--- config.mk ---
export PLATFORM = sky130hd
export DESIGN_NAME = component_video_path
export DESIGN_NICKNAME = d
export VERILOG_FILES = /design/src/verilog/cvp_pkg.sv /design/src/verilog/component_video_path.sv /design/src/verilog/level_scale.sv
export VERILOG_INCLUDE_DIRS = /design/src /design/src/verilog
export SDC_FILE = /design/constraint.sdc
export NUM_CORES = 1
export LEC_CHECK = 0
export BUFFER_PORTS_ARGS = -buffer_cell sky130_fd_sc_hd__buf_2
export CAP_MARGIN = 20
export CORE_MARGIN = 10
export CORE_UTILIZATION = 40
export DETAILED_ROUTE_END_ITERATION = 16
export HOLD_SLACK_MARGIN = 0.05
export SLEW_MARGIN = 20
export SYNTH_ARGS = -nofsm -noshare
export SYNTH_HDL_FRONTEND = slang
export SYNTH_HIERARCHICAL = 1
export SYNTH_SLANG_ARGS = --single-unit
export TNS_END_PERCENT = 1
--- constraint.sdc ---
create_clock -name sys_clk -period 40.4 [get_ports sys_clk]
set_input_delay 8.08 -clock sys_clk [delete_from_list [all_inputs] [get_ports sys_clk]]
set_output_delay 8.08 -clock sys_clk [all_outputs]
set_load 0.01 [all_outputs]
--- src/verilog/cvp_defines.svh ---
// register map, reset values and arithmetic constants of the component video path
`ifndef CVP_DEFINES_SVH
`define CVP_DEFINES_SVH

`define CVP_ADDR_CTRL 8'h29
`define CVP_ADDR_CONTRAST 8'h2a
`define CVP_ADDR_BRIGHTNESS 8'h2b
`define CVP_ADDR_SATURATION 8'h2c
`define CVP_ADDR_STATUS 8'h2d

`define CVP_CTRL_FILT_BIT 0
`define CVP_CTRL_BYPASS_BIT 1
`define CVP_STAT_HP_CLIP_BIT 0
`define CVP_STAT_MTX_CLIP_BIT 1
`define CVP_STAT_BYPASS_BIT 2

`define CVP_CTRL_RST 8'h00
`define CVP_CONTRAST_RST 8'h44
`define CVP_BRIGHTNESS_RST 8'h80
`define CVP_SATURATION_RST 8'h40

`define CVP_Y_KR 21'sh132
`define CVP_Y_KG 21'sh259
`define CVP_Y_KB 21'sh075
`define CVP_KCB 21'sh24f
`define CVP_KCR 21'sh2eb
`define CVP_COEF_FRAC 10
`define CVP_MID9 12'sh100
`define CVP_MAX9 12'sh1ff
`define CVP_HP_SHIFT 4

`define CVP_MID8 8'h80
`define CVP_LEVEL_MIN 8'h01
`define CVP_LEVEL_MAX 8'hfe
`define CVP_LEVEL_MIN_S 20'sh00001
`define CVP_LEVEL_MAX_S 20'sh000fe
`define CVP_LUMA_DIV 68
`define CVP_CHROMA_DIV 64

`endif

--- src/verilog/cvp_pkg.sv ---
// types carried through the component video path
package cvp_pkg;

    typedef struct packed {
        logic [8:0] r;
        logic [8:0] g;
        logic [8:0] b;
    } rgb_t;

    typedef struct packed {
        logic [8:0] y;
        logic [8:0] cb;
        logic [8:0] cr;
    } ycc_t;

    typedef struct packed {
        logic [7:0] luma;
        logic [7:0] chroma;
        logic mux_sel;
    } video_out_t;

endpackage

--- src/verilog/component_video_path.sv ---
// component video datapath: matrix, downformatter, luma high-pass and level control
//
// Contract
// - the matrix takes 9-bit r, g, b and gives 9-bit y, cb, cr
// - y is weighted rgb; cb is 0.5772 of b-y, cr 0.7296 of r-y
// - the matrix has unity gain, full scale in gives full scale out
// - y-cb-cr input bypasses the matrix with equal latency
// - both colour difference streams are low-pass filtered before rate reduction
// - both colour difference samples of a slot belong to its first luma sample
// - cr is delayed one clock behind cb before the chroma multiplexer
// - select zero marks the first clock of a slot, which carries cb
// - the multiplexer output is registered, so the mux runs on opposite phase
// - luma high-pass built from the delay taps boosts 2 dB at 6.75 MHz
// - the high-pass has unity dc gain and saturates to 0..511
// - component_filter_enable in the register at 29h switches the high-pass
// - luma out is int(component_contrast/68 times (y-128)) plus component_brightness
// - chroma out is int(component_saturation/64 times (c-128)) plus 128
// - all level control results are clamped to 1..254
// - level settings reset to contrast 44h, brightness 80h, saturation 40h
`timescale 1ns/10ps
`include "cvp_defines.svh"
module component_video_path
    import cvp_pkg::*;
#(
    parameter int SAMPLE_W = 9
) (
    input wire logic sys_clk,
    input wire logic resetn,
    input wire rgb_t in_rgb,
    input wire logic [7:0] reg_addr,
    input wire logic [7:0] reg_wdata,
    input wire logic reg_wr,
    input wire logic reg_rd,
    output logic [7:0] reg_rdata_r,
    output video_out_t vid_out
);

    if (SAMPLE_W != 9) begin : g_bad_width
        $error("component_video_path: only 9-bit samples are supported");
    end

    // 9-bit saturation shared by the matrix and the luma high-pass
    function automatic logic [8:0] clip9(input logic signed [11:0] v);
        if (v < 12'sh000) begin
            return 9'h000;
        end else if (v > `CVP_MAX9) begin
            return 9'h1ff;
        end else begin
            return v[8:0];
        end
    endfunction

    function automatic logic clipped9(input logic signed [11:0] v);
        return (v < 12'sh000) || (v > `CVP_MAX9);
    endfunction

    // 1-2-1 anti-alias low-pass, unity dc gain
    function automatic logic [8:0] lp121(input logic [8:0] a, input logic [8:0] b, input logic [8:0] c);
        logic [10:0] s;
        s = 11'(a) + {1'b0, b, 1'b0} + 11'(c);
        return s[10:2];
    endfunction

    // register file
    logic [7:0] ctrl_r;
    logic [7:0] contrast_r;
    logic [7:0] brightness_r;
    logic [7:0] saturation_r;
    logic hp_clip_r;
    logic mtx_clip_r;
    logic hp_clip_evt;
    logic mtx_clip_evt;
    logic filt_en;
    logic bypass_en;

    assign filt_en = ctrl_r[`CVP_CTRL_FILT_BIT];
    assign bypass_en = ctrl_r[`CVP_CTRL_BYPASS_BIT];

    always_ff @(posedge sys_clk) begin
        if (!resetn) begin
            ctrl_r <= `CVP_CTRL_RST;
            contrast_r <= `CVP_CONTRAST_RST;
            brightness_r <= `CVP_BRIGHTNESS_RST;
            saturation_r <= `CVP_SATURATION_RST;
        end else if (reg_wr) begin
            if (reg_addr == `CVP_ADDR_CTRL) begin
                ctrl_r <= reg_wdata & 8'h03;
            end else if (reg_addr == `CVP_ADDR_CONTRAST) begin
                contrast_r <= reg_wdata;
            end else if (reg_addr == `CVP_ADDR_BRIGHTNESS) begin
                brightness_r <= reg_wdata;
            end else if (reg_addr == `CVP_ADDR_SATURATION) begin
                saturation_r <= reg_wdata;
            end
        end
    end

    // sticky clip flags, write one to clear, a new event wins over the clear
    logic stat_clr;
    assign stat_clr = reg_wr && reg_addr == `CVP_ADDR_STATUS;

    always_ff @(posedge sys_clk) begin
        if (!resetn) begin
            hp_clip_r <= 1'b0;
            mtx_clip_r <= 1'b0;
        end else begin
            hp_clip_r <= hp_clip_evt || (hp_clip_r && !(stat_clr && reg_wdata[`CVP_STAT_HP_CLIP_BIT]));
            mtx_clip_r <= mtx_clip_evt || (mtx_clip_r && !(stat_clr && reg_wdata[`CVP_STAT_MTX_CLIP_BIT]));
        end
    end

    logic [7:0] status_val;
    logic [7:0] rdata_nxt;

    always_comb begin
        status_val = 8'h00;
        status_val[`CVP_STAT_HP_CLIP_BIT] = hp_clip_r;
        status_val[`CVP_STAT_MTX_CLIP_BIT] = mtx_clip_r;
        status_val[`CVP_STAT_BYPASS_BIT] = bypass_en;
        if (!reg_rd) begin
            rdata_nxt = 8'h00;
        end else if (reg_addr == `CVP_ADDR_CTRL) begin
            rdata_nxt = ctrl_r;
        end else if (reg_addr == `CVP_ADDR_CONTRAST) begin
            rdata_nxt = contrast_r;
        end else if (reg_addr == `CVP_ADDR_BRIGHTNESS) begin
            rdata_nxt = brightness_r;
        end else if (reg_addr == `CVP_ADDR_SATURATION) begin
            rdata_nxt = saturation_r;
        end else if (reg_addr == `CVP_ADDR_STATUS) begin
            rdata_nxt = status_val;
        end else begin
            rdata_nxt = 8'h00;
        end
    end

    always_ff @(posedge sys_clk) begin
        if (!resetn) begin
            reg_rdata_r <= 8'h00;
        end else begin
            reg_rdata_r <= rdata_nxt;
        end
    end

    // matrix stage 1: luma from weighted rgb, b, r and g carried along
    rgb_t s1_r;
    logic [8:0] y1_r;
    logic byp1_r;
    logic [20:0] y_sum;

    always_comb begin
        y_sum = `CVP_Y_KR * 21'(in_rgb.r) + `CVP_Y_KG * 21'(in_rgb.g) + `CVP_Y_KB * 21'(in_rgb.b);
    end

    always_ff @(posedge sys_clk) begin
        if (!resetn) begin
            s1_r <= '0;
            y1_r <= 9'h000;
            byp1_r <= 1'b0;
        end else begin
            s1_r <= in_rgb;
            y1_r <= y_sum[18:10];
            byp1_r <= bypass_en;
        end
    end

    // matrix stage 2: colour differences, or the matched bypass
    ycc_t yc2_r;
    logic signed [20:0] cb_prod;
    logic signed [20:0] cr_prod;
    logic signed [11:0] cb_val;
    logic signed [11:0] cr_val;

    always_comb begin
        cb_prod = `CVP_KCB * 21'($signed({1'b0, s1_r.b}) - $signed({1'b0, y1_r}));
        cr_prod = `CVP_KCR * 21'($signed({1'b0, s1_r.r}) - $signed({1'b0, y1_r}));
        cb_val = 12'(cb_prod >>> `CVP_COEF_FRAC) + `CVP_MID9;
        cr_val = 12'(cr_prod >>> `CVP_COEF_FRAC) + `CVP_MID9;
        mtx_clip_evt = !byp1_r && (clipped9(cb_val) || clipped9(cr_val));
    end

    always_ff @(posedge sys_clk) begin
        if (!resetn) begin
            yc2_r <= '0;
        end else if (byp1_r) begin
            yc2_r <= '{y: s1_r.g, cb: s1_r.b, cr: s1_r.r};
        end else begin
            yc2_r <= '{y: y1_r, cb: clip9(cb_val), cr: clip9(cr_val)};
        end
    end

    // anti-alias low-pass on both colour differences
    logic [8:0] cb_t1_r;
    logic [8:0] cb_t2_r;
    logic [8:0] cr_t1_r;
    logic [8:0] cr_t2_r;
    logic [8:0] cb_lp_r;
    logic [8:0] cr_lp_r;

    always_ff @(posedge sys_clk) begin
        if (!resetn) begin
            cb_t1_r <= 9'h100;
            cb_t2_r <= 9'h100;
            cr_t1_r <= 9'h100;
            cr_t2_r <= 9'h100;
            cb_lp_r <= 9'h100;
            cr_lp_r <= 9'h100;
        end else begin
            cb_t1_r <= yc2_r.cb;
            cb_t2_r <= cb_t1_r;
            cr_t1_r <= yc2_r.cr;
            cr_t2_r <= cr_t1_r;
            cb_lp_r <= lp121(yc2_r.cb, cb_t1_r, cb_t2_r);
            cr_lp_r <= lp121(yc2_r.cr, cr_t1_r, cr_t2_r);
        end
    end

    // luma delay taps double as a small high-pass: y1 + (2*y1 - y0 - y2)/16
    logic [8:0] yt1_r;
    logic [8:0] yt2_r;
    logic [8:0] yhp_r;
    logic signed [11:0] hp_edge;
    logic signed [11:0] hp_val;

    always_comb begin
        hp_edge = $signed({2'b00, yt1_r, 1'b0}) - $signed({3'b000, yc2_r.y}) - $signed({3'b000, yt2_r});
        hp_val = $signed({3'b000, yt1_r}) + (hp_edge >>> `CVP_HP_SHIFT);
        hp_clip_evt = filt_en && clipped9(hp_val);
    end

    always_ff @(posedge sys_clk) begin
        if (!resetn) begin
            yt1_r <= 9'h000;
            yt2_r <= 9'h000;
            yhp_r <= 9'h000;
        end else begin
            yt1_r <= yc2_r.y;
            yt2_r <= yt1_r;
            yhp_r <= filt_en ? clip9(hp_val) : yt1_r;
        end
    end

    // chroma multiplexer, registered output
    logic phase_r;
    logic [8:0] cr_d_r;
    logic [8:0] chroma_mux_r;
    logic [8:0] luma_mux_r;
    logic mux_sel_r;
    logic out_sel_r;

    always_ff @(posedge sys_clk) begin
        if (!resetn) begin
            phase_r <= 1'b0;
            cr_d_r <= 9'h100;
            chroma_mux_r <= 9'h100;
            luma_mux_r <= 9'h000;
            mux_sel_r <= 1'b0;
            out_sel_r <= 1'b0;
        end else begin
            phase_r <= !phase_r;
            cr_d_r <= cr_lp_r;
            chroma_mux_r <= phase_r ? cb_lp_r : cr_d_r;
            luma_mux_r <= yhp_r;
            mux_sel_r <= !phase_r;
            out_sel_r <= mux_sel_r;
        end
    end

    // level control
    logic [7:0] luma_lvl_r;
    logic [7:0] chroma_lvl_r;

    level_scale #(
        .GAIN_DIV(`CVP_LUMA_DIV)
    ) u_luma_level (
        .sys_clk(sys_clk),
        .resetn(resetn),
        .din(luma_mux_r[8:1]),
        .gain(contrast_r),
        .offset(brightness_r),
        .dout_r(luma_lvl_r)
    );

    level_scale #(
        .GAIN_DIV(`CVP_CHROMA_DIV)
    ) u_chroma_level (
        .sys_clk(sys_clk),
        .resetn(resetn),
        .din(chroma_mux_r[8:1]),
        .gain(saturation_r),
        .offset(`CVP_MID8),
        .dout_r(chroma_lvl_r)
    );

    assign vid_out = '{luma: luma_lvl_r, chroma: chroma_lvl_r, mux_sel: out_sel_r};

    // checks
    logic [2:0] up_r;

    always_ff @(posedge sys_clk) begin
        if (!resetn) begin
            up_r <= 3'h0;
        end else begin
            up_r <= {up_r[1:0], 1'b1};
        end
    end
endmodule // component_video_path

--- src/verilog/level_scale.sv ---
// gain, offset and itu limiting of one 8-bit video stream
`timescale 1ns/10ps
`include "cvp_defines.svh"
module level_scale
    import cvp_pkg::*;
#(
    parameter int GAIN_DIV = `CVP_CHROMA_DIV
) (
    input wire logic sys_clk,
    input wire logic resetn,
    input wire logic [7:0] din,
    input wire logic [7:0] gain,
    input wire logic [7:0] offset,
    output logic [7:0] dout_r
);

    if (GAIN_DIV < 1 || GAIN_DIV > 255) begin : g_bad_div
        $error("level_scale: divisor out of range");
    end

    localparam logic signed [19:0] DIV_S = 20'(GAIN_DIV);

    function automatic logic [7:0] limit_itu(input logic signed [19:0] v);
        if (v < `CVP_LEVEL_MIN_S) begin
            return `CVP_LEVEL_MIN;
        end else if (v > `CVP_LEVEL_MAX_S) begin
            return `CVP_LEVEL_MAX;
        end else begin
            return v[7:0];
        end
    endfunction

    logic signed [9:0] diff;
    logic signed [19:0] prod;
    logic signed [19:0] quot;
    logic [7:0] dout_nxt;

    always_comb begin
        diff = $signed({2'b00, din}) - 10'sh080;
        prod = $signed({12'h000, gain}) * 20'(diff);
        quot = prod / DIV_S;
        dout_nxt = limit_itu(quot + $signed({12'h000, offset}));
    end

    always_ff @(posedge sys_clk) begin
        if (!resetn) begin
            dout_r <= `CVP_MID8;
        end else begin
            dout_r <= dout_nxt;
        end
    end
endmodule // level_scale

==> results.ini <==
[setup_path]
cp_slowest_cell=o41ai_2
end_kind=flip-flop
crit_type=reg -> reg
crit_top_cell=inv_1
critPathMaxStageDelay_ns=0.97
start_kind=flip-flop
critical_path_required_ns=40.78
cp.arrival_ns=15.93
critPathMaxFanout=26

[timing]
final_max_slew_viol_count=0
final.min_clock_period_ns=15.54
fin_crit_sh_pct=38.47
tightest_slew_ns=1.065
skew_ns=0.01390
hold_viol_final=0
setup_violations=0
grt_setup_unrepaired=no
fmax_mhz=64.33
setup_tns_ns=0
timing.slew.headroom_pct=28.23

[synth]
synth_ff_type=dfxtp_1
ys_top_cells_by_area=ha_1, fa_1, dfxtp_1
synthTopCellsByCount=inv_1, ha_1, fa_1
ys_seq_elements=220
async_flop_share_pct=0
synthCells=3001
synth_top_cell_by_area=ha_1
yosys_warnings=6
ys_types=122
yosysSeqAreaShare_pct=16.42
synth_edf_count=0
avgSynthCellArea_um2=8.936
post-synth-top-count-cell=inv_1
synth_top_area_share_pct=20.53
syn-cell-area_mm2=0.02682

[cts]
cts_hold_buf=0
cts_tree=yes
clkSinkCount=220
post_cts_resize_count=0
cts_buffers=24
post_cts_buffers=0
max-clock-path-buffers=3
htree_levels=1
clock_latency_ns=0.54
root_buffer=clkbuf_16
path_clk_slew_ns=0.07

[place]
gp_congestion=0.8636
dpl_cell_area_mm2=0.02803
port_buffers=71
place_hpwl_um=49640

[floorplan]
chipHeight_um=278.9
core_area_mm2=0.06610
num_rows=94
ioPinCount=72
chipWidth_um=278.9
start_util_pct=40.57
dieArea_mm2=0.07780

[grt]
track_usage_pct=15.36
antenna_found_initial=1
grt_max_degree=59
grt_remaining_overflow=0
grt_pass1_vias=20622
grt_pass1_wl_um=101500

[finish]
final_area_mm2=0.02888
final_layout_size_suffix_gt1_share_pct=7.047
area_growth_pct=7.699
nFillCells=6561
final_nets=3771

[routing]
dr.pass1.iters=5
drtIter0Drc=1052
routedWlPerCell_um=15.19
routed_wl_um=59710
drc=0
viasPerCell=5.208
antenna_left=0
vias=20466

[run_status]
outcome=complete, no violations

[hold_path]
hp-class=reg -> reg

[job]
cap_violations=0

cells in the final DEF, fill, tap and decap left out, types with 14 or more instances in the layout:
master,netlist,routed
or2_2,16,16
nor4_1,20,20
a21o_1,30,30
a31oi_1,16,16
o21ai_0,74,74
fa_1,236,236
inv_1,452,451
a211oi_1,29,29
o21bai_1,23,23
o211ai_1,21,21
ha_1,440,440
and3_1,14,14
clkbuf_16,0,24
o21a_1,30,30
xor2_1,40,40
xnor2_1,104,104
or3_1,19,19
nand3_1,41,41
nor2_1,219,219
dfxtp_1,220,220
o21ai_1,21,21
a21oi_1,140,140
and2_1,158,158
nand2b_1,19,19
mux2i_1,42,42
nor3_1,44,44
nand2_1,170,170
buf_2,10,70
nor2b_1,29,29
worst paths after layout:
kind              slack [ns]                endpoint  depth (start not counted)     startpoint
setup reg to reg       24.86  u_luma_level/dout_r[7]                         49  luma_mux_r[8]
setup / recovery       24.86  u_luma_level/dout_r[7]                         49  luma_mux_r[8]
hold / removal          0.41               cr_d_r[8]                          1     cr_lp_r[8]
hold reg to reg         0.41               cr_d_r[8]                          1     cr_lp_r[8]
critical path: cells and delay by family, from the launching register on:
family                   cells  cell delay, ns
flip-flops                   1            0.70
AO/OA/AOI/OAI               16            5.28
adder cells (fa/ha/maj)      8            3.40
buffers and inverters        6            0.47
AND/OR/NAND/NOR             15            4.36
XOR/XNOR                     3            0.75
multiplexers                 1            0.38
area by class of cell:
| class | count | area, um^2 | share of cell area [%] |
|---|---|---|---|
| diodes | 1 | 2.502 | 0.008665 |
| clock buffers | 31 | 666.9 | 2.309 |
| clock inverters | 12 | 185.2 | 0.6412 |
| inverters | 453 | 1700 | 5.888 |
| multi-input cells | 2272 | 20440 | 70.77 |
| flip-flops and latches | 220 | 4404 | 15.25 |
| well taps | 864 | 1081 | 3.743 |
| repair buffers | 77 | 402.9 | 1.395 |
state kept, by name, summed over array words and instances, names as in the netlist, 2 cells and up:
name                   cells
s1_r                      27
yc2_r                     27
cb_t1_r                    9
cb_t2_r                    9
cr_t1_r                    9
cr_t2_r                    9
y1_r                       9
yt1_r                      9
yt2_r                      9
brightness_r               8
cb_lp_r                    8
chroma_mux_r               8
contrast_r                 8
cr_d_r                     8
cr_lp_r                    8
luma_mux_r                 8
reg_rdata_r                8
saturation_r               8
u_chroma_level/dout_r      8
u_luma_level/dout_r        8
yhp_r                      8
ctrl_r                     2
through the flow:
stage	utilization (%)	hold WS, ns	cells	setup WS (ns)
final	43.69	0.4085	3930	24.86
after global routing	43.69	0.4463	3930	23.57
after CTS	43.69	0.4124	3929	25.03
after detailed placement	42.40	0.3983	3886	25.06
after global placement	42.40	0.3966	3886	25.34
after floorplan	-	0.3863	3008	26.82
logic make-up after synthesis:
| group | Yosys count | synth area share (%) |
|---|---|---|
| multiplexers | 49 | 1.936 |
| AO/OA/AOI/OAI | 559 | 14.91 |
| adder cells (fa/ha/maj) | 676 | 38.15 |
| buffers and inverters | 516 | 7.461 |
| AND/OR/NAND/NOR | 831 | 16.10 |
| XOR/XNOR | 148 | 4.988 |
| other | 2 | 0.02801 |
| flip-flops | 220 | 16.42 |
routing by layer:
| layer | wire (um) | global-route usage (%) |
|---|---|---|
| met1 | 28950 | 20.77 |
| met2 | 27640 | 26.25 |
| met3 | 1979 | 1.593 |
| met4 | 1139 | 2.940 |
| met5 | 0 | 0 |
Power is left out: the tool's default activity adds up to more than one toggle a clock period on the data nets, which glitch-free logic cannot reach.
